`src/hw/display_scan_pkg.sv`:
```
package display_scan_pkg;
	localparam logic [7:0] TIMING_CFG_ADDR = 8'h08;
	localparam logic [7:0] STATUS_ADDR = 8'h0C;
	localparam int PIXEL_REPEAT_BIT = 15;
	localparam int INTERLACE_BIT = 14;
	localparam int PLANAR_BIT = 13;
	localparam int CENTER_BIT = 12;
	localparam int PVSP_BIT = 11;
	localparam int PHSP_BIT = 10;
	localparam int TVSP_BIT = 9;
	localparam int THSP_BIT = 8;
	localparam int BLINK_ON_BIT = 7;
	localparam int BLINK_RATE_BIT = 16;
	localparam logic [31:0] CFG_WRITE_MASK = 32'h0001_FF80;
	localparam logic [31:0] CFG_RESET = 32'h0000_0000;
	localparam int BLINK_CNT_W = 6;
	localparam logic [5:0] BLINK_FAST_FRAMES = 6'h10;
	localparam logic [5:0] BLINK_SLOW_FRAMES = 6'h20;
	typedef enum logic [1:0] {
		FIELD_EVEN = 2'b01,
		FIELD_ODD = 2'b10
	} field_e;
endpackage

```
`src/hw/scan_cfg_if.sv`:
```
`timescale 1ns/1ps
interface scan_cfg_if;
	logic pixelRepeat;
	logic interlaced;
	logic planar;
	logic blinkOn;
	logic blinkRate;
	logic frameStart;
	logic blinkPhase;
	modport owner(output pixelRepeat, interlaced, planar, blinkOn, blinkRate, frameStart, input blinkPhase);
	modport user(input pixelRepeat, interlaced, planar, blinkOn, blinkRate, frameStart, output blinkPhase);
endinterface
```
`src/hw/blink_timer.sv`:
```
`timescale 1ns/1ps
module blink_timer (
	// Clock and reset
	input wire logic mclk,
	input wire logic rst_n,
	// Configuration
	scan_cfg_if.user cfg
);
	logic [display_scan_pkg::BLINK_CNT_W-1:0] frameCount;
	logic phase;
	wire logic [display_scan_pkg::BLINK_CNT_W-1:0] halfPeriod;
	wire logic wrap;
	assign halfPeriod = cfg.blinkRate ? display_scan_pkg::BLINK_SLOW_FRAMES
		: display_scan_pkg::BLINK_FAST_FRAMES;
	assign wrap = frameCount >= halfPeriod - 6'h1;
	// When blinking is off the phase rests visible so nothing flickers.
	assign cfg.blinkPhase = cfg.blinkOn ? phase : 1'b1;
	always_ff @(posedge mclk or negedge rst_n) begin
		if (!rst_n) begin
			frameCount <= '0;
			phase <= 1'b1;
		end else if (!cfg.blinkOn) begin
			frameCount <= '0;
			phase <= 1'b1;
		end else if (cfg.frameStart) begin
			frameCount <= wrap ? '0 : frameCount + 6'h1;
			phase <= wrap ? ~phase : phase;
		end
	end
endmodule

```
`src/hw/display_scan_config.sv`:
```
// Design decisions made here: the address map and the strobed register port.
`timescale 1ns/1ps
// Functional notes
// - When pixel repeat is set each fetched pixel is shown twice across the line.
// - The interlace bit chooses between non-interlaced and interlaced scan generation.
// - With centering on the panel qualifier covers border and active parts, otherwise only active.
// - The panel vertical sync idles low and pulses high at 0, the reverse at 1.
// - The panel horizontal sync idles low and pulses high at 0, the reverse at 1.
// - The tube vertical sync idles low and pulses high at 0, the reverse at 1.
// - The tube horizontal sync idles low and pulses high at 0, the reverse at 1.
// - The blink bit enables blinking of the cursor and of pixels marked to blink.
// - The blink period follows the blink rate bit at position 16.
module display_scan_config (
	// Clock and reset
	input wire logic mclk,
	input wire logic rst_n,
	// Register port
	input wire logic [7:0] regAddr,
	input wire logic [31:0] regWdata,
	input wire logic regWr,
	input wire logic regRd,
	output logic [31:0] regRdata,
	// Timing generator
	input wire logic frameStart,
	input wire logic hSyncActive,
	input wire logic vSyncActive,
	input wire logic lineActive,
	input wire logic lineBorder,
	input wire logic oddField,
	// Pixel path
	input wire logic pixelValid,
	input wire logic [7:0] pixelIn,
	input wire logic pixelBlinkMark,
	input wire logic cursorIn,
	output logic pixelAdvance,
	output logic [7:0] pixelOut,
	output logic cursorOut,
	// Mode outputs
	output logic interlacedMode,
	output logic planarMode,
	output logic blinkPhaseOut,
	// Display pins
	output logic tube_horizontal_sync_out,
	output logic tube_vertical_sync_out,
	output logic panelHSyncOut,
	output logic panelVSyncOut,
	output logic panel_display_qualifier
);
	logic [31:0] shadow;
	logic [31:0] active;
	logic [31:0] next_rdata;
	logic repeatPhase;
	display_scan_pkg::field_e field;
	scan_cfg_if cfgBus ();

	function automatic logic addrHit(input logic [7:0] addr, input logic [7:0] target);
		return addr == target;
	endfunction

	// Software sees the written shadow; hardware runs on the frame-aligned copy.
	wire logic cfgWrite = regWr && addrHit(regAddr, display_scan_pkg::TIMING_CFG_ADDR);
	wire logic cfgRead = regRd && addrHit(regAddr, display_scan_pkg::TIMING_CFG_ADDR);
	wire logic statRead = regRd && addrHit(regAddr, display_scan_pkg::STATUS_ADDR);
	wire logic [31:0] statusWord = {29'h0000_0000, blinkPhaseOut, field == display_scan_pkg::FIELD_ODD,
		repeatPhase};

	always_ff @(posedge mclk or negedge rst_n) begin
		if (!rst_n) begin
			shadow <= display_scan_pkg::CFG_RESET;
		end else if (cfgWrite) begin
			shadow <= regWdata & display_scan_pkg::CFG_WRITE_MASK;
		end
	end

	// Applying at frame start avoids a sync pulse that begins in one polarity and ends in another.
	always_ff @(posedge mclk or negedge rst_n) begin
		if (!rst_n) begin
			active <= display_scan_pkg::CFG_RESET;
		end else if (frameStart) begin
			active <= shadow;
		end
	end

	assign next_rdata = cfgRead ? shadow : (statRead ? statusWord : 32'h0000_0000);
	always_ff @(posedge mclk or negedge rst_n) begin
		if (!rst_n) begin
			regRdata <= 32'h0000_0000;
		end else begin
			regRdata <= next_rdata;
		end
	end

	assign cfgBus.pixelRepeat = active[display_scan_pkg::PIXEL_REPEAT_BIT];
	assign cfgBus.interlaced = active[display_scan_pkg::INTERLACE_BIT];
	assign cfgBus.planar = active[display_scan_pkg::PLANAR_BIT];
	assign cfgBus.blinkOn = active[display_scan_pkg::BLINK_ON_BIT];
	assign cfgBus.blinkRate = active[display_scan_pkg::BLINK_RATE_BIT];
	assign cfgBus.frameStart = frameStart;

	blink_timer blinker (
		.mclk(mclk),
		.rst_n(rst_n),
		.cfg(cfgBus)
	);

	// Field tracking for interlaced scan; progressive scan stays on the even field.
	always_ff @(posedge mclk or negedge rst_n) begin
		if (!rst_n) begin
			field <= display_scan_pkg::FIELD_EVEN;
		end else if (frameStart) begin
			field <= (shadow[display_scan_pkg::INTERLACE_BIT] && oddField) ? display_scan_pkg::FIELD_ODD
				: display_scan_pkg::FIELD_EVEN;
		end
	end

	// Pixel repeat: a pixel is requested only every second pixel clock, so each shows twice.
	wire logic next_repeatPhase = cfgBus.pixelRepeat && lineActive ? ~repeatPhase : 1'b0;
	assign pixelAdvance = lineActive && (!cfgBus.pixelRepeat || repeatPhase);
	always_ff @(posedge mclk or negedge rst_n) begin
		if (!rst_n) begin
			repeatPhase <= 1'b0;
		end else begin
			repeatPhase <= next_repeatPhase;
		end
	end

	wire logic blinkHide = cfgBus.blinkOn && !cfgBus.blinkPhase;
	wire logic borderQualify = active[display_scan_pkg::CENTER_BIT] ? (lineActive || lineBorder)
		: lineActive;
	wire logic next_tubeH = hSyncActive ^ active[display_scan_pkg::THSP_BIT];
	wire logic next_tubeV = vSyncActive ^ active[display_scan_pkg::TVSP_BIT];
	wire logic next_panelH = hSyncActive ^ active[display_scan_pkg::PHSP_BIT];
	wire logic next_panelV = vSyncActive ^ active[display_scan_pkg::PVSP_BIT];

	always_ff @(posedge mclk or negedge rst_n) begin
		if (!rst_n) begin
			tube_horizontal_sync_out <= 1'b0;
			tube_vertical_sync_out <= 1'b0;
			panelHSyncOut <= 1'b0;
			panelVSyncOut <= 1'b0;
			panel_display_qualifier <= 1'b0;
			pixelOut <= 8'h00;
			cursorOut <= 1'b0;
		end else begin
			tube_horizontal_sync_out <= next_tubeH;
			tube_vertical_sync_out <= next_tubeV;
			panelHSyncOut <= next_panelH;
			panelVSyncOut <= next_panelV;
			panel_display_qualifier <= borderQualify;
			pixelOut <= (pixelValid && !(pixelBlinkMark && blinkHide)) ? pixelIn : 8'h00;
			cursorOut <= cursorIn && !blinkHide;
		end
	end

	assign interlacedMode = cfgBus.interlaced;
	assign planarMode = cfgBus.planar;
	assign blinkPhaseOut = cfgBus.blinkPhase;
endmodule

```
`config.mk`:
```
export PLATFORM = sky130hd
export DESIGN_NAME = display_scan_config
export DESIGN_NICKNAME = d
export VERILOG_FILES = /design/src/hw/display_scan_pkg.sv /design/src/hw/scan_cfg_if.sv /design/src/hw/blink_timer.sv /design/src/hw/display_scan_config.sv
export SDC_FILE = /design/constraint.sdc
export NUM_CORES = 1
export LEC_CHECK = 0
export BUFFER_PORTS_ARGS = -buffer_cell sky130_fd_sc_hd__buf_4
export CAP_MARGIN = 30
export CORE_MARGIN = 2
export CORE_UTILIZATION = 46
export CTS_CLUSTER_DIAMETER = 50
export DETAILED_ROUTE_END_ITERATION = 7
export GPL_TIMING_DRIVEN = 0
export PLACE_DENSITY = 0.79
export SLEW_MARGIN = 10
export SYNTH_ARGS = -nofsm -noshare
export SYNTH_HDL_FRONTEND = slang
export SYNTH_HIERARCHICAL = 1
export SYNTH_SLANG_ARGS = --single-unit
```
`constraint.sdc`:
```
create_clock -name mclk -period 1.9 [get_ports mclk]
set_input_delay 0.38 -clock mclk [delete_from_list [all_inputs] [get_ports mclk]]
set_output_delay 0.38 -clock mclk [all_outputs]
set_load 0.005 [all_outputs]
```
# After elaboration in Yosys (flattened, before gate mapping)
# Index checks and enable logic that the tools add are counted.
classes:
  bitwise_logic: 6
  reduce_logical: 17
  add_sub_neg: 2
  n_shift: 0
  mul: 0
  mux: 14
  div: 0
  n_eq_ne: 5
  order_cmp: 1
op_table:
  columns: ["op", "count"]
  rows:
  - ["6-bit 2-to-1 mux", 4]
  - ["17-bit 2-to-1 mux", 1]
  - ["8-bit by 4-bit equality test with 1-bit output (second input constant)", 2]
  - ["1-bit logical AND", 10]
  - ["8-bit 2-to-1 mux", 1]
  - ["6-bit by 1-bit adder with 6-bit output (second input constant)", 1]
  - ["6-bit >= comparator", 1]
  - ["1-bit 2-to-1 mux", 6]
  - ["6-bit by 1-bit subtractor with 6-bit output (second input constant)", 1]
  - ["1-bit logical NOT", 4]
  - ["1-bit XOR", 4]
  - ["3-bit 2-to-1 mux", 1]
  - ["2-bit equality test (second input constant)", 1]
  - ["1-bit logical OR", 2]
  - ["2-bit 2-to-1 mux", 1]
  - ["2-bit by 1-bit inequality test with 1-bit output (second input constant)", 1]
  - ["2-bit inequality test (second input constant)", 1]
  - ["1-bit inverter", 2]
  - ["2-bit AND reduction", 1]
word_totals:
  n_memories: 0
  latchBits: 0
  reg_bits: 61
  mem_bits_rw: 0
  romBits: 0

# Longest topological paths before layout
# Gate-level depths: netlist (run 1).
depth:
  ltp_word: 7
  depth_mapped: 5

# By module
# Netlist (run 1), hierarchy kept.
by_module_without_submodules:
  columns: ["mod", "cells_each", "area_each_um2", "n_inst"]
  rows:
  - ["display_scan_config", 135, 1966.9, 1]
  - ["blink_timer", 46, 429.2, 1]

# Worst setup path before layout (run 1)
# OpenSTA, ideal clock, no wires.
synth_timing:
  path_kind: "input-to-reg"
  startpoint: "input regAddr[7]"
  endpoint: "register shadow[10]"
  t_arrival_ps: 1246
  setup_time_ps: 125
  slack_ps: 529
  t_required_ps: 1775
  path_buffers: 1
  stages: 4
  cell_sequence: "nor4_4 -> nand4b_1 -> buf_6 -> mux2_4"
synth_between:
  elab_chain_len: 2
synth_rtl:
  columns: ["item", "line_no", "source"]
  rows:
  - ["start: declaration", "display_scan_config.sv:18", "input wire logic [7:0] regAddr,"]
  - ["8-bit by 4-bit equality test with 1-bit output", "display_scan_config.sv:57", "return addr == target;"]
  - ["1-bit logical AND", "display_scan_config.sv:61", "wire logic cfgWrite = regWr && addrHit(regAddr, display_scan_pkg::TIMING_CFG_ADDR);"]
  - ["end signal: assignment", "display_scan_config.sv:69", "shadow <= display_scan_pkg::CFG_RESET;"]
  - ["end signal: assignment", "display_scan_config.sv:71", "shadow <= regWdata & display_scan_pkg::CFG_WRITE_MASK;"]
  - ["end: declaration", "display_scan_config.sv:49", "logic [31:0] shadow;"]
# No other way between the ends.
# A chain may end at the register's enable or synchronous reset.

# Final worst setup path (run 1)
layout_timing:
  startpoint: "register blinker.phase"
  endpoint: "output blinkPhaseOut"
layout_between:
  elab_chain_len: 1
layout_rtl:
  columns: ["item", "line_no", "source"]
  rows:
  - ["start: declaration", "blink_timer.sv:10", "logic phase;"]
  - ["start signal: assignment", "blink_timer.sv:27", "phase <= wrap ? ~phase : phase;"]
  - ["1-bit 2-to-1 mux", "blink_timer.sv:17", "assign cfg.blinkPhase = cfg.blinkOn ? phase : 1'b1;"]
  - ["end: declaration", "display_scan_config.sv:41", "output logic blinkPhaseOut,"]
# No other way between the ends.

==> results.rst, run 1 <==
.. list-table::
   :header-rows: 1

   * - Metric
     - Value
   * - Run status
     - finished clean
   * - Pre-Repair DR Iteration Count
     - 4
   * - TritonCTS buffer count
     - 9
   * - Wire length of the first global-routing pass
     - 6990 µm
   * - Post-Route WL
     - roughly 4300 µm
   * - Clock Sinks
     - 57
   * - Setup Total Neg Slack
     - 0 ps
   * - Final Setup Violations
     - 0
   * - Biggest area consumer among synthesized cells
     - dfrtp_1
   * - Gate Count Post-Synth
     - 181
   * - Via count
     - around 1,600
   * - Post-cts resize count
     - 0
   * - HP Class
     - primary input to asynchronous set/reset pin
   * - Average wire per standard cell
     - 12.1 µm
   * - Number of antenna cells inserted
     - 0
   * - Remaining global-route overflow
     - 0
   * - Area share of the largest cell type after synthesis
     - 57.4%
   * - Port buffer count
     - between 60 and 70
   * - Largest clock skew in the final design
     - 6.51 ps
   * - Share of cells above drive strength 1
     - 47.5%
   * - Final Critical Period
     - about 1600 ps
   * - Crit share post-route
     - 84.0%
   * - Post-CTS setup-driven buffer insertion count
     - 0
   * - Starting Density
     - 47.2%
   * - Worst reg2reg startpoint
     - active[16]
   * - Worst setup SP type
     - flip-flop
   * - Yosys warning total
     - 6
   * - Residual antenna-violating net count after detailed routing
     - 0
   * - Max_slew headroom
     - between 50% and 60%
   * - Logic depth of the worst register-to-register path
     - 5
   * - Via count of the first global-routing pass
     - 1,559
   * - Commonest non-fill, non-tap cell in the layout
     - buf_4
   * - Std cell rows
     - 26
   * - Signal arrival time at the worst endpoint
     - 1220 ps
   * - Worst Setup End Kind
     - output pin
   * - Number of flip-flops and latches in the synthesized netlist
     - between 50 and 60
   * - Mux contribution to synthesized area
     - 11.0%
   * - Setup repair after global routing missed its margin
     - false
   * - Post-Synth XOR/XNOR Area
     - 1.46%
   * - Largest net degree at the start of global routing
     - 58
   * - Highest attainable clock frequency
     - 0.627 GHz
   * - Most frequent cells in the layout
     - buf_4 (88), dfrtp_1 (55), conb_1 (19)
   * - Basic-gate share of the synthesized area counting and, or, nand and nor cells
     - 13.3%
   * - Number of levels in the clock H-tree
     - 3
   * - Mean instance size in the synthesized netlist
     - 13.2 µm²
   * - Area delta synth->final
     - 36.2%
   * - Terminus of the critical flop-to-flop path
     - blinker/frameCount[5]
   * - Biggest area contributors in the synthesized netlist
     - dfrtp_1 (57%), mux2_4 (6.3%), buf_4 (6.0%)
   * - Area fraction in compound gates after synthesis
     - between 4 and 5%
   * - Clock slew at reported path FFs
     - 70 ps
   * - Horiz. Die Dim
     - 76.2 µm
   * - Final-report hold violation count
     - 0
   * - Latest clock arrival within the worst-skew pair
     - 320 ps
   * - Worst-margin pin slew
     - between 600 and 700 ps
   * - Clock root cell
     - clkbuf_8
   * - I/O pin total
     - 111
   * - Hold-fix buffer count after cts
     - 0
   * - Critical Path Fanout Max
     - 5
   * - Number of antenna violations at the first check in global routing
     - 0
   * - Combinational family with the most area after synthesis
     - simple AND/OR/NAND/NOR gates
   * - Synth Area in Adders
     - 1.04%
   * - Total global routing track utilization
     - 15.5%
   * - DP HPWL
     - 3140 µm
   * - Max cap viols
     - 0
   * - Post-synthesis cell area
     - 2400 µm²
   * - Unique cell type count in the Yosys netlist
     - 40
   * - Maximum VDD drop
     - 0.404 mV
   * - DRT iter0 DRCs
     - 102
   * - Drt drc
     - 0
   * - Die extent in y
     - 76.2 µm
   * - Post-synthesis sequential area ratio
     - 59.6%
   * - Post-detailed-route via-to-cell ratio
     - 4.52
   * - Power density over the cells
     - 797 nW/µm²
   * - Core area
     - 5070 µm²
   * - CTS Buffer Depth
     - 2
   * - Post-layout worst setup margin
     - just over 300 ps
   * - Crit path required time
     - 1520 ps
   * - Post-place setup slack
     - between 300 and 400 ps
   * - Final estimated routing congestion in global placement
     - 0.801
   * - Leakage dissipation
     - 1.72 nW
   * - Max-slew violations
     - 0
   * - Total Die Area
     - 5800 µm²
   * - CTS tree
     - built
   * - Category of the most critical setup path
     - flip-flop to output pin
   * - Final-stage net count
     - 342
   * - Slack of the worst reg-to-reg path
     - 360 ps
[sequential cells by signal, summed over array words and instances, names as in the netlist]
| signal | flops |
|---|---|
| shadow | 10 |
| field | 2 |
| tube_horizontal_sync_out | 1 |
| pixelOut | 8 |
| cursorOut | 1 |
| panelVSyncOut | 1 |
| tube_vertical_sync_out | 1 |
| panel_display_qualifier | 1 |
| regRdata | 13 |
| repeatPhase | 1 |
| blinker/phase | 1 |
| active | 10 |
| blinker/frameCount | 6 |
| panelHSyncOut | 1 |
[synth_stat cells, drive strengths merged]
cell type and n:
dfstp 2, nor3 2, a31oi 1, nand3 5, nor2b 3, o21a 1, nand2b 1, mux2 20
ha 2, or3 2, a211oi 1, nor4 1, nand4b 1, a21o 1, xor2 4, o21ai 4
nor3b 2, o41ai 1, a21boi 2, o22ai 3, conb 1, dfrtp 55, nor2 3, a21oi 2
and4b 1, o2111ai 1, and2 18, nand4 4, nand2 5, buf 23, inv 8, and3 1
[final cells by class]
cell class / count / area (µm²)
clock buffers: 9 / 124
multi-input cells: 111 / 830
fillers: 428 / 1810
repair buffers: 69 / 518
flip-flops and latches: 57 / 1430
well taps: 70 / 87.6
inverters: 8 / 30.0
clock inverters: 7 / 71.3
plain buffers: 23 / 175
[critical path, cell delays in order, from the launching register on]
cell and delay, ps:
dfstp_2 540, nand2b_1 210, buf_4 150
[worst max path at each step]
| stage | startpoint | to | depth (start not counted) |
|---|---|---|---|
| final | blinker/phase | blinkPhaseOut | 2 |
| after global routing | blinker/phase | blinkPhaseOut | 2 |
| after CTS | blinker/phase | blinkPhaseOut | 2 |
| after detailed placement | regAddr[5] | shadow[9] | 5 |
| after global placement | regAddr[7] | shadow[10] | 5 |
| after floorplan | regAddr[7] | shadow[10] | 4 |
[power by group]
part	switching [W]	total (W)	leakage [nW]	internal (W)
sequential	0.0000230	0.00128	0.763	0.00126
clock	0.000480	0.00108	0.0912	0.000601
combinational	0.0000916	0.000239	0.861	0.000147
total	0.000595	0.00260	1.72	0.00201
[metrics by stage]
step	instance area (µm²)	std cells	hold slack [ps]	utilization, %	power, W
2_1_floorplan	2460	199	84.4	-	0.00140
3_5_place_dp	3070	338	447	60.5	0.00154
3_3_place_gp	3070	338	447	60.5	0.00154
5_1_grt	3260	354	171	64.3	0.00270
4_1_cts	3260	354	114	64.3	0.00263
6_report	3260	354	101	64.3	0.00260
[metal layers]
metal	vias up	share of wire, %	GRT usage, %
met5	-	0	0
met4	0	2.2	9.45
met3	8	5.8	3.08
met2	56	52	26.4
met1	764	40	18.0
li1	773	-	-
[cell families (layout without fill, tap and decap cells)]
group	count (synthesis)	count (layout)
other	1	19
buffers and inverters	31	116
AND/OR/NAND/NOR	49	49
flip-flops	57	57
AO/OA/AOI/OAI	17	17
multiplexers	20	20
XOR/XNOR	4	4
adder cells (fa/ha/maj)	2	2
Note: power is estimated with default switching activity, not from simulation.
==> run 2: changes to the inputs <==
==> constraint.sdc (replaced) <==
create_clock -name mclk -period 1.6 [get_ports mclk]
set_input_delay 0.32 -clock mclk [delete_from_list [all_inputs] [get_ports mclk]]
set_output_delay 0.32 -clock mclk [all_outputs]
set_load 0.005 [all_outputs]
==> results.rst, run 2 (synthesized netlist as in run 1, its figures left out) <==
.. list-table::
   :header-rows: 1

   * - Metric
     - Value
   * - Run status
     - finished clean
   * - Via count of the first global-routing pass
     - 1,559
   * - Final Power
     - 0.00309 W
   * - Internal power
     - about 0.0024 W
   * - HP Class
     - primary input to asynchronous set/reset pin
   * - Final Critical Period
     - 1540 ps
   * - DP HPWL
     - 3140 µm
   * - Number of standard cells in the final layout excluding fillers
     - 354
   * - Area delta synth->final
     - 36.4%
   * - Pre-Repair DR Iteration Count
     - 4
   * - I/O pin total
     - roughly 110
   * - Register with the most flip-flops
     - regRdata
   * - Latest clock arrival within the worst-skew pair
     - roughly 320 ps
   * - DRT iter0 DRCs
     - 109
   * - Number of antenna violations at the first check in global routing
     - 0
   * - Category of the most critical setup path
     - flip-flop to flip-flop
   * - Worst reg2reg startpoint
     - active[16]
   * - Highest attainable clock frequency
     - 0.650 GHz
   * - Core area
     - 5070 µm²
   * - Average wire per standard cell
     - 12.2 µm
   * - Psw
     - approximately 0.0007 W
   * - Placed insts
     - approximately 340
   * - Terminus of the critical flop-to-flop path
     - blinker/frameCount[5]
   * - Wire length of the first global-routing pass
     - ~7000 µm
   * - Horiz. Die Dim
     - between 70 and 80 µm
   * - Worst setup SP type
     - flip-flop
   * - Via count
     - 1,603
   * - Drt drc
     - 0
   * - Origin of the worst setup path
     - active[16]
   * - Leakage dissipation
     - 1.72 nW
   * - Std cell rows
     - 26
   * - Die extent in y
     - 76.2 µm
   * - Remaining global-route overflow
     - 0
   * - Final Setup Violations
     - 0
   * - TritonCTS buffer count
     - 9
   * - Final-stage net count
     - 342
   * - Largest clock skew in the final design
     - 6.50 ps
   * - Final-report hold violation count
     - 0
   * - Largest net degree at the start of global routing
     - 58
   * - Port buffer count
     - 69
   * - Logic depth of the worst register-to-register path
     - 5
   * - Setup repair after global routing missed its margin
     - false
   * - Worst Setup End Kind
     - flip-flop
   * - Critical Path Fanout Max
     - 6
   * - Max_slew headroom
     - 54.8%
   * - Total Die Area
     - 5800 µm²
   * - Share of cells above drive strength 1
     - 47.9%
   * - Residual antenna-violating net count after detailed routing
     - 0
   * - Power density over the cells
     - about 950 nW/µm²
   * - Crit path required time
     - 1830 ps
   * - Total global routing track utilization
     - 15.5%
   * - Commonest non-fill, non-tap cell in the layout
     - buf_4
   * - Critical-path cell list
     - inv_1, ha_1, nor3b_4, nand2_2, o41ai_2
   * - Slowest stage delay, CP
     - around 350 ps
   * - Largest register FFs
     - 13
   * - Post-Route WL
     - 4310 µm
   * - Clock slew at reported path FFs
     - 70 ps
   * - Crit share post-route
     - 96.1%
   * - Max-slew violations
     - 0
   * - Fillers
     - 429
   * - Max cap viols
     - 0
   * - Setup Total Neg Slack
     - 0 ps
   * - Clock root cell
     - clkbuf_8
   * - Library cell contributing the largest single delay on the critical path
     - dfrtp_1
   * - Maximum VDD drop
     - 0.479 mV
   * - Part of the power in combinational logic
     - under 10%
   * - Clock Sinks
     - 57
   * - Post-detailed-route via-to-cell ratio
     - about 4.5
   * - Top flop regs
     - regRdata: 13 flops, active: 10 flops, shadow: 10 flops
   * - Number of antenna cells inserted
     - 0
   * - Proportion of power drawn by flip-flops and latches
     - around half
   * - Starting Density
     - 47.2%
   * - Most frequent cells in the layout
     - buf_4 (88), dfrtp_1 (55), conb_1 (19)
   * - Final estimated routing congestion in global placement
     - 0.801
   * - Slack of the worst reg-to-reg path
     - 60 ps
   * - Worst-margin pin slew
     - 678 ps
   * - Post-CTS setup-driven buffer insertion count
     - 0
   * - Clock network fraction of design power
     - a little over two fifths
   * - CTS Buffer Depth
     - 2
   * - CTS tree
     - built
   * - Number of levels in the clock H-tree
     - 3
   * - Switching part of the total
     - a little under a quarter
   * - Signal arrival time at the worst endpoint
     - roughly 1800 ps
==> run 2: cell counts in the layout (fill, tap and decap cells not counted) <==
Identical to the previous run, type by type.
==> run 2: how the worst max path moves through the flow <==
stage	endpoint	slack [ps]
6_report	blinker/frameCount[5]	60
5_1_grt	blinker/frameCount[5]	10
4_1_cts	blinkPhaseOut	50
3_5_place_dp	blinker/frameCount[5]	60
3_3_place_gp	blinker/frameCount[5]	110
2_1_floorplan	blinker/frameCount[5]	240
==> run 2: worst max-delay path: cells and delay by family (launching register included) <==
family | cells | cell delay [ps]
buffers and inverters | 1 | 50
flip-flops | 1 | 350
adder cells (fa/ha/maj) | 1 | 240
AO/OA/AOI/OAI | 1 | 320
AND/OR/NAND/NOR | 2 | 480
==> run 2: metrics by stage <==
| stage | util [%] | setup WS, ps | hold slack [ps] | instance area (µm²) |
|---|---|---|---|---|
| after floorplan | - | 242 | 24.4 | 2460 |
| after global placement | 60.5 | 107 | 411 | 3070 |
| after detailed placement | 60.5 | 60.0 | 414 | 3070 |
| after CTS | 64.3 | 49.1 | 54.0 | 3260 |
| after global routing | 64.4 | 9.97 | 111 | 3270 |
| final | 64.4 | 62.4 | 41.1 | 3270 |
==> run 2: area by class of cell <==
| type | count | area, µm² | share of cell area, % |
|---|---|---|---|
| clock inverters | 7 | 71.3 | 2.18 |
| plain buffers | 23 | 175 | 5.36 |
| well taps | 70 | 87.6 | 2.68 |
| flip-flops and latches | 57 | 1430 | 43.7 |
| multi-input cells | 111 | 833 | 25.5 |
| repair buffers | 69 | 518 | 15.8 |
| clock buffers | 9 | 124 | 3.79 |
| inverters | 8 | 30.0 | 0.919 |
==> run 2: routing by layer <==
metal / share of wire [%] / GRT usage, %
met5: 0 / 0
met1: 40 / 18.0
met4: 2.2 / 9.45
met2: 52 / 26.4
met3: 5.8 / 3.08
==> run 2: power by group through the flow <==
stage | combinational, W | clock (W) | sequential, W
CTS | 0.000287 | 0.00131 | 0.00152
detailed placement | 0.000287 | 0 | 0.00155
floorplan | 0.000122 | 0 | 0.00155
global placement | 0.000281 | 0 | 0.00155
global route | 0.000314 | 0.00137 | 0.00153
finish | 0.000285 | 0.00128 | 0.00152
==> run 2: what timing repair did <==
action                     in CTS  in global routing
hold buffers                    0                  0
setup endpoints to repair       0                  4
gates resized for setup         0                  1
==> run 3: changes to the inputs <==
--- a/config.mk
+++ b/config.mk
@@ -5,6 +5,7 @@
 export SDC_FILE = /design/constraint.sdc
 export NUM_CORES = 1
 export LEC_CHECK = 0
+export ABC_AREA = 1
 export BUFFER_PORTS_ARGS = -buffer_cell sky130_fd_sc_hd__buf_4
 export CAP_MARGIN = 30
 export CORE_MARGIN = 2
==> results.rst, run 3 <==
.. list-table::
   :header-rows: 1

   * - Metric
     - Value
   * - CTS tree
     - built
   * - CTS Buffer Depth
     - 2
   * - Share of cells above drive strength 1
     - 31.9%
   * - Number of flip-flops and latches in the synthesized netlist
     - 57
   * - Clock network fraction of design power
     - 44.6%
   * - Total global routing track utilization
     - 17.4%
   * - Leading post-synthesis cells by instance count
     - dfrtp_1 (55), nand2_1 (53), inv_1 (43)
   * - Via count of the first global-routing pass
     - 1,896
   * - Horiz. Die Dim
     - around 76 µm
   * - Post-place setup slack
     - between 150 and 200 ps
   * - Slack of the worst reg-to-reg path
     - 280 ps
   * - Final estimated routing congestion in global placement
     - 0.795
   * - Most frequent cells in the layout
     - buf_4 (89), dfrtp_1 (55), nand2_1 (53)
   * - Signal arrival time at the worst endpoint
     - between 1000 and 1500 ps
   * - Clock slew at reported path FFs
     - 70 ps
   * - Worst-margin pin slew
     - 676 ps
   * - Total Die Area
     - 5830 µm²
   * - Via count
     - 1,915
   * - Share of flip-flops with an asynchronous set or reset
     - 100%
   * - Part of the power in combinational logic
     - approximately a tenth
   * - Global route hottest layer
     - met2
   * - Average wire per standard cell
     - 10.7 µm
   * - Highest attainable clock frequency
     - between 0.6 and 0.7 GHz
   * - Number of synthesized flops with an enable pin
     - 0
   * - Post-synthesis sequential area ratio
     - 59.4%
   * - HP Class
     - primary input to asynchronous set/reset pin
   * - Dominant cell by count in the synthesized netlist
     - dfrtp_1
   * - Register with the most flip-flops
     - regRdata
   * - Worst setup SP type
     - flip-flop
   * - Max_slew headroom
     - 54.9%
   * - Max cap viols
     - 0
   * - Internal power
     - 0.00261 W
   * - Post-detailed-placement cell area
     - 3080 µm²
   * - Power density over the cells
     - 1020 nW/µm²
   * - DP HPWL
     - 3530 µm
   * - Logic depth of the worst register-to-register path
     - 6
   * - Largest register FFs
     - 13
   * - Crit share post-route
     - between 90% and 100%
   * - Drt drc
     - 0
   * - Worst Setup End Kind
     - output pin
   * - Residual antenna-violating net count after detailed routing
     - 0
   * - Met3 Usage GRT
     - 4.03%
   * - Final-stage net count
     - 425
   * - Non-Filler Cell Area, Final
     - 3320 µm²
   * - Wire length of the first global-routing pass
     - approximately 8000 µm
   * - Remaining global-route overflow
     - 0
   * - Latest clock arrival within the worst-skew pair
     - around 340 ps
   * - Maximum VDD drop
     - 0.426 mV
   * - Final-report hold violation count
     - 0
   * - Final Setup Violations
     - 0
   * - Top flop regs
     - regRdata: 13 flops, active: 10 flops, shadow: 10 flops
   * - Setup repair after global routing missed its margin
     - false
   * - Port buffer count
     - just under 70
   * - Final Critical Period
     - 1480 ps
   * - Starting Density
     - 47.4%
   * - Max-slew violations
     - 0
   * - Clock root cell
     - clkbuf_8
   * - Gate Count Post-Synth
     - 263
   * - Area share of the largest cell type after synthesis
     - between 50% and 60%
   * - Biggest area contributors in the synthesized netlist
     - dfrtp_1 (57%), nand2_1 (8.3%), inv_1 (6.7%)
   * - Yosys warning total
     - 6
   * - Post-Route WL
     - 4660 µm
   * - Met1 usage
     - a little under 20%
   * - DRT iter0 DRCs
     - 118
   * - Switching part of the total
     - 22.8%
   * - Mean instance size in the synthesized netlist
     - 9.15 µm²
   * - Fillers
     - 418
   * - Leading register cell type out of synthesis
     - dfrtp_1
   * - Leakage dissipation
     - 1.87 nW
   * - Crit path required time
     - 1280 ps
   * - Number of antenna violations at the first check in global routing
     - 0
   * - Number of antenna cells inserted
     - 0
   * - Setup Total Neg Slack
     - 0 ps
   * - Worst reg2reg startpoint
     - active[7]
   * - Unique cell type count in the Yosys netlist
     - 24
   * - Clock Sinks
     - 57
   * - Commonest non-fill, non-tap cell in the layout
     - buf_4
   * - Area delta synth->final
     - 37.7%
   * - Biggest area consumer among synthesized cells
     - dfrtp_1
   * - Core area
     - 5070 µm²
   * - Pre-Repair DR Iteration Count
     - 4
   * - Run status
     - finished clean
   * - Origin of the worst setup path
     - active[7]
   * - I/O pin total
     - 111
   * - Die extent in y
     - 76.3 µm
   * - Post-cts resize count
     - 0
   * - Largest net degree at the start of global routing
     - between 50 and 60
   * - Proportion of power drawn by flip-flops and latches
     - 45.6%
   * - Number of levels in the clock H-tree
     - 3
   * - Met2 Usage GRT
     - 30.8%
   * - Category of the most critical setup path
     - flip-flop to output pin
   * - Post-layout worst setup margin
     - between 100 and 150 ps
   * - Std cell rows
     - 26
   * - Library cell contributing the largest single delay on the critical path
     - dfrtp_1
   * - Post-synthesis cell area
     - 2410 µm²
   * - Critical Path Fanout Max
     - 2
   * - Largest clock skew in the final design
     - 9.71 ps
   * - Critical-path cell list
     - inv_1, or2_2, buf_4
   * - TritonCTS buffer count
     - 9
   * - Slowest stage delay, CP
     - 350 ps
   * - Psw
     - 0.000769 W
   * - Post-detailed-route via-to-cell ratio
     - 4.38
-- run 3: kinds of logic (layout without fill, tap and decap cells) --
| kind of cell | count (synthesis) | after routing | share of synthesized area [%] |
|---|---|---|---|
| compound gates | 14 | 14 | 3.12 |
| xor+xnor | 5 | 5 | 1.82 |
| fa+ha+maj | 2 | 2 | 1.04 |
| buf+inv | 66 | 152 | 13.9 |
| flops | 57 | 57 | 59.4 |
| mux | 1 | 1 | 0.468 |
| other cells | 1 | 19 | 0.156 |
| simple gates | 117 | 117 | 20.1 |
-- run 3: cell type report --
cell class	instances	area, µm²	share of cell area, %
flip-flops and latches	57	1430	43.1
repair buffers	70	526	15.8
multi-input cells	158	711	21.4
plain buffers	23	174	5.25
inverters	43	161	4.87
clock inverters	6	90.1	2.72
clock buffers	10	138	4.15
well taps	70	87.6	2.64
-- run 3: final timing paths --
path / to
min: regRdata[15]
max reg2reg: pixelOut[0]
max in group asynchronous: active[16]
min in group mclk: panelHSyncOut
min reg2reg: repeatPhase
max: blinkPhaseOut
-- run 3: per-stage QoR --
step / std cells / util [%] / hold slack [ps] / total power, W
final: 437 / 65.3 / 13.6 / 0.00338
after global routing: 437 / 65.3 / 74.8 / 0.00350
after CTS: 437 / 65.3 / 38.8 / 0.00341
after detailed placement: 420 / 60.7 / 409 / 0.00190
after global placement: 420 / 60.7 / 403 / 0.00188
after floorplan: 281 / - / 24.4 / 0.00171
-- run 3: timing repair --
action | CTS | global route
endpoints found under the setup margin | 1 | 0
setup buffers | 1 | 0
hold buffers | 0 | 0
-- run 3: power by group through the flow --
stage / clock, W / sequential, W / combinational [W]
floorplan: 0 / 0.00157 / 0.000145
global placement: 0 / 0.00157 / 0.000317
detailed placement: 0 / 0.00157 / 0.000326
CTS: 0.00154 / 0.00154 / 0.000332
global route: 0.00158 / 0.00155 / 0.000373
finish: 0.00151 / 0.00154 / 0.000328
-- run 3: per-layer routing --
layer / share of wire, % / vias up
met5: 0 / -
met4: 1.4 / 0
met3: 7.3 / 8
met2: 52 / 68
met1: 40 / 889
li1: - / 950
-- run 3: worst max-delay path, delay by kind of cell (launching register included) --
family,cells,cell delay (ps)
DFF,1,350
buffers and inverters,2,190
and+or+nand+nor,1,280
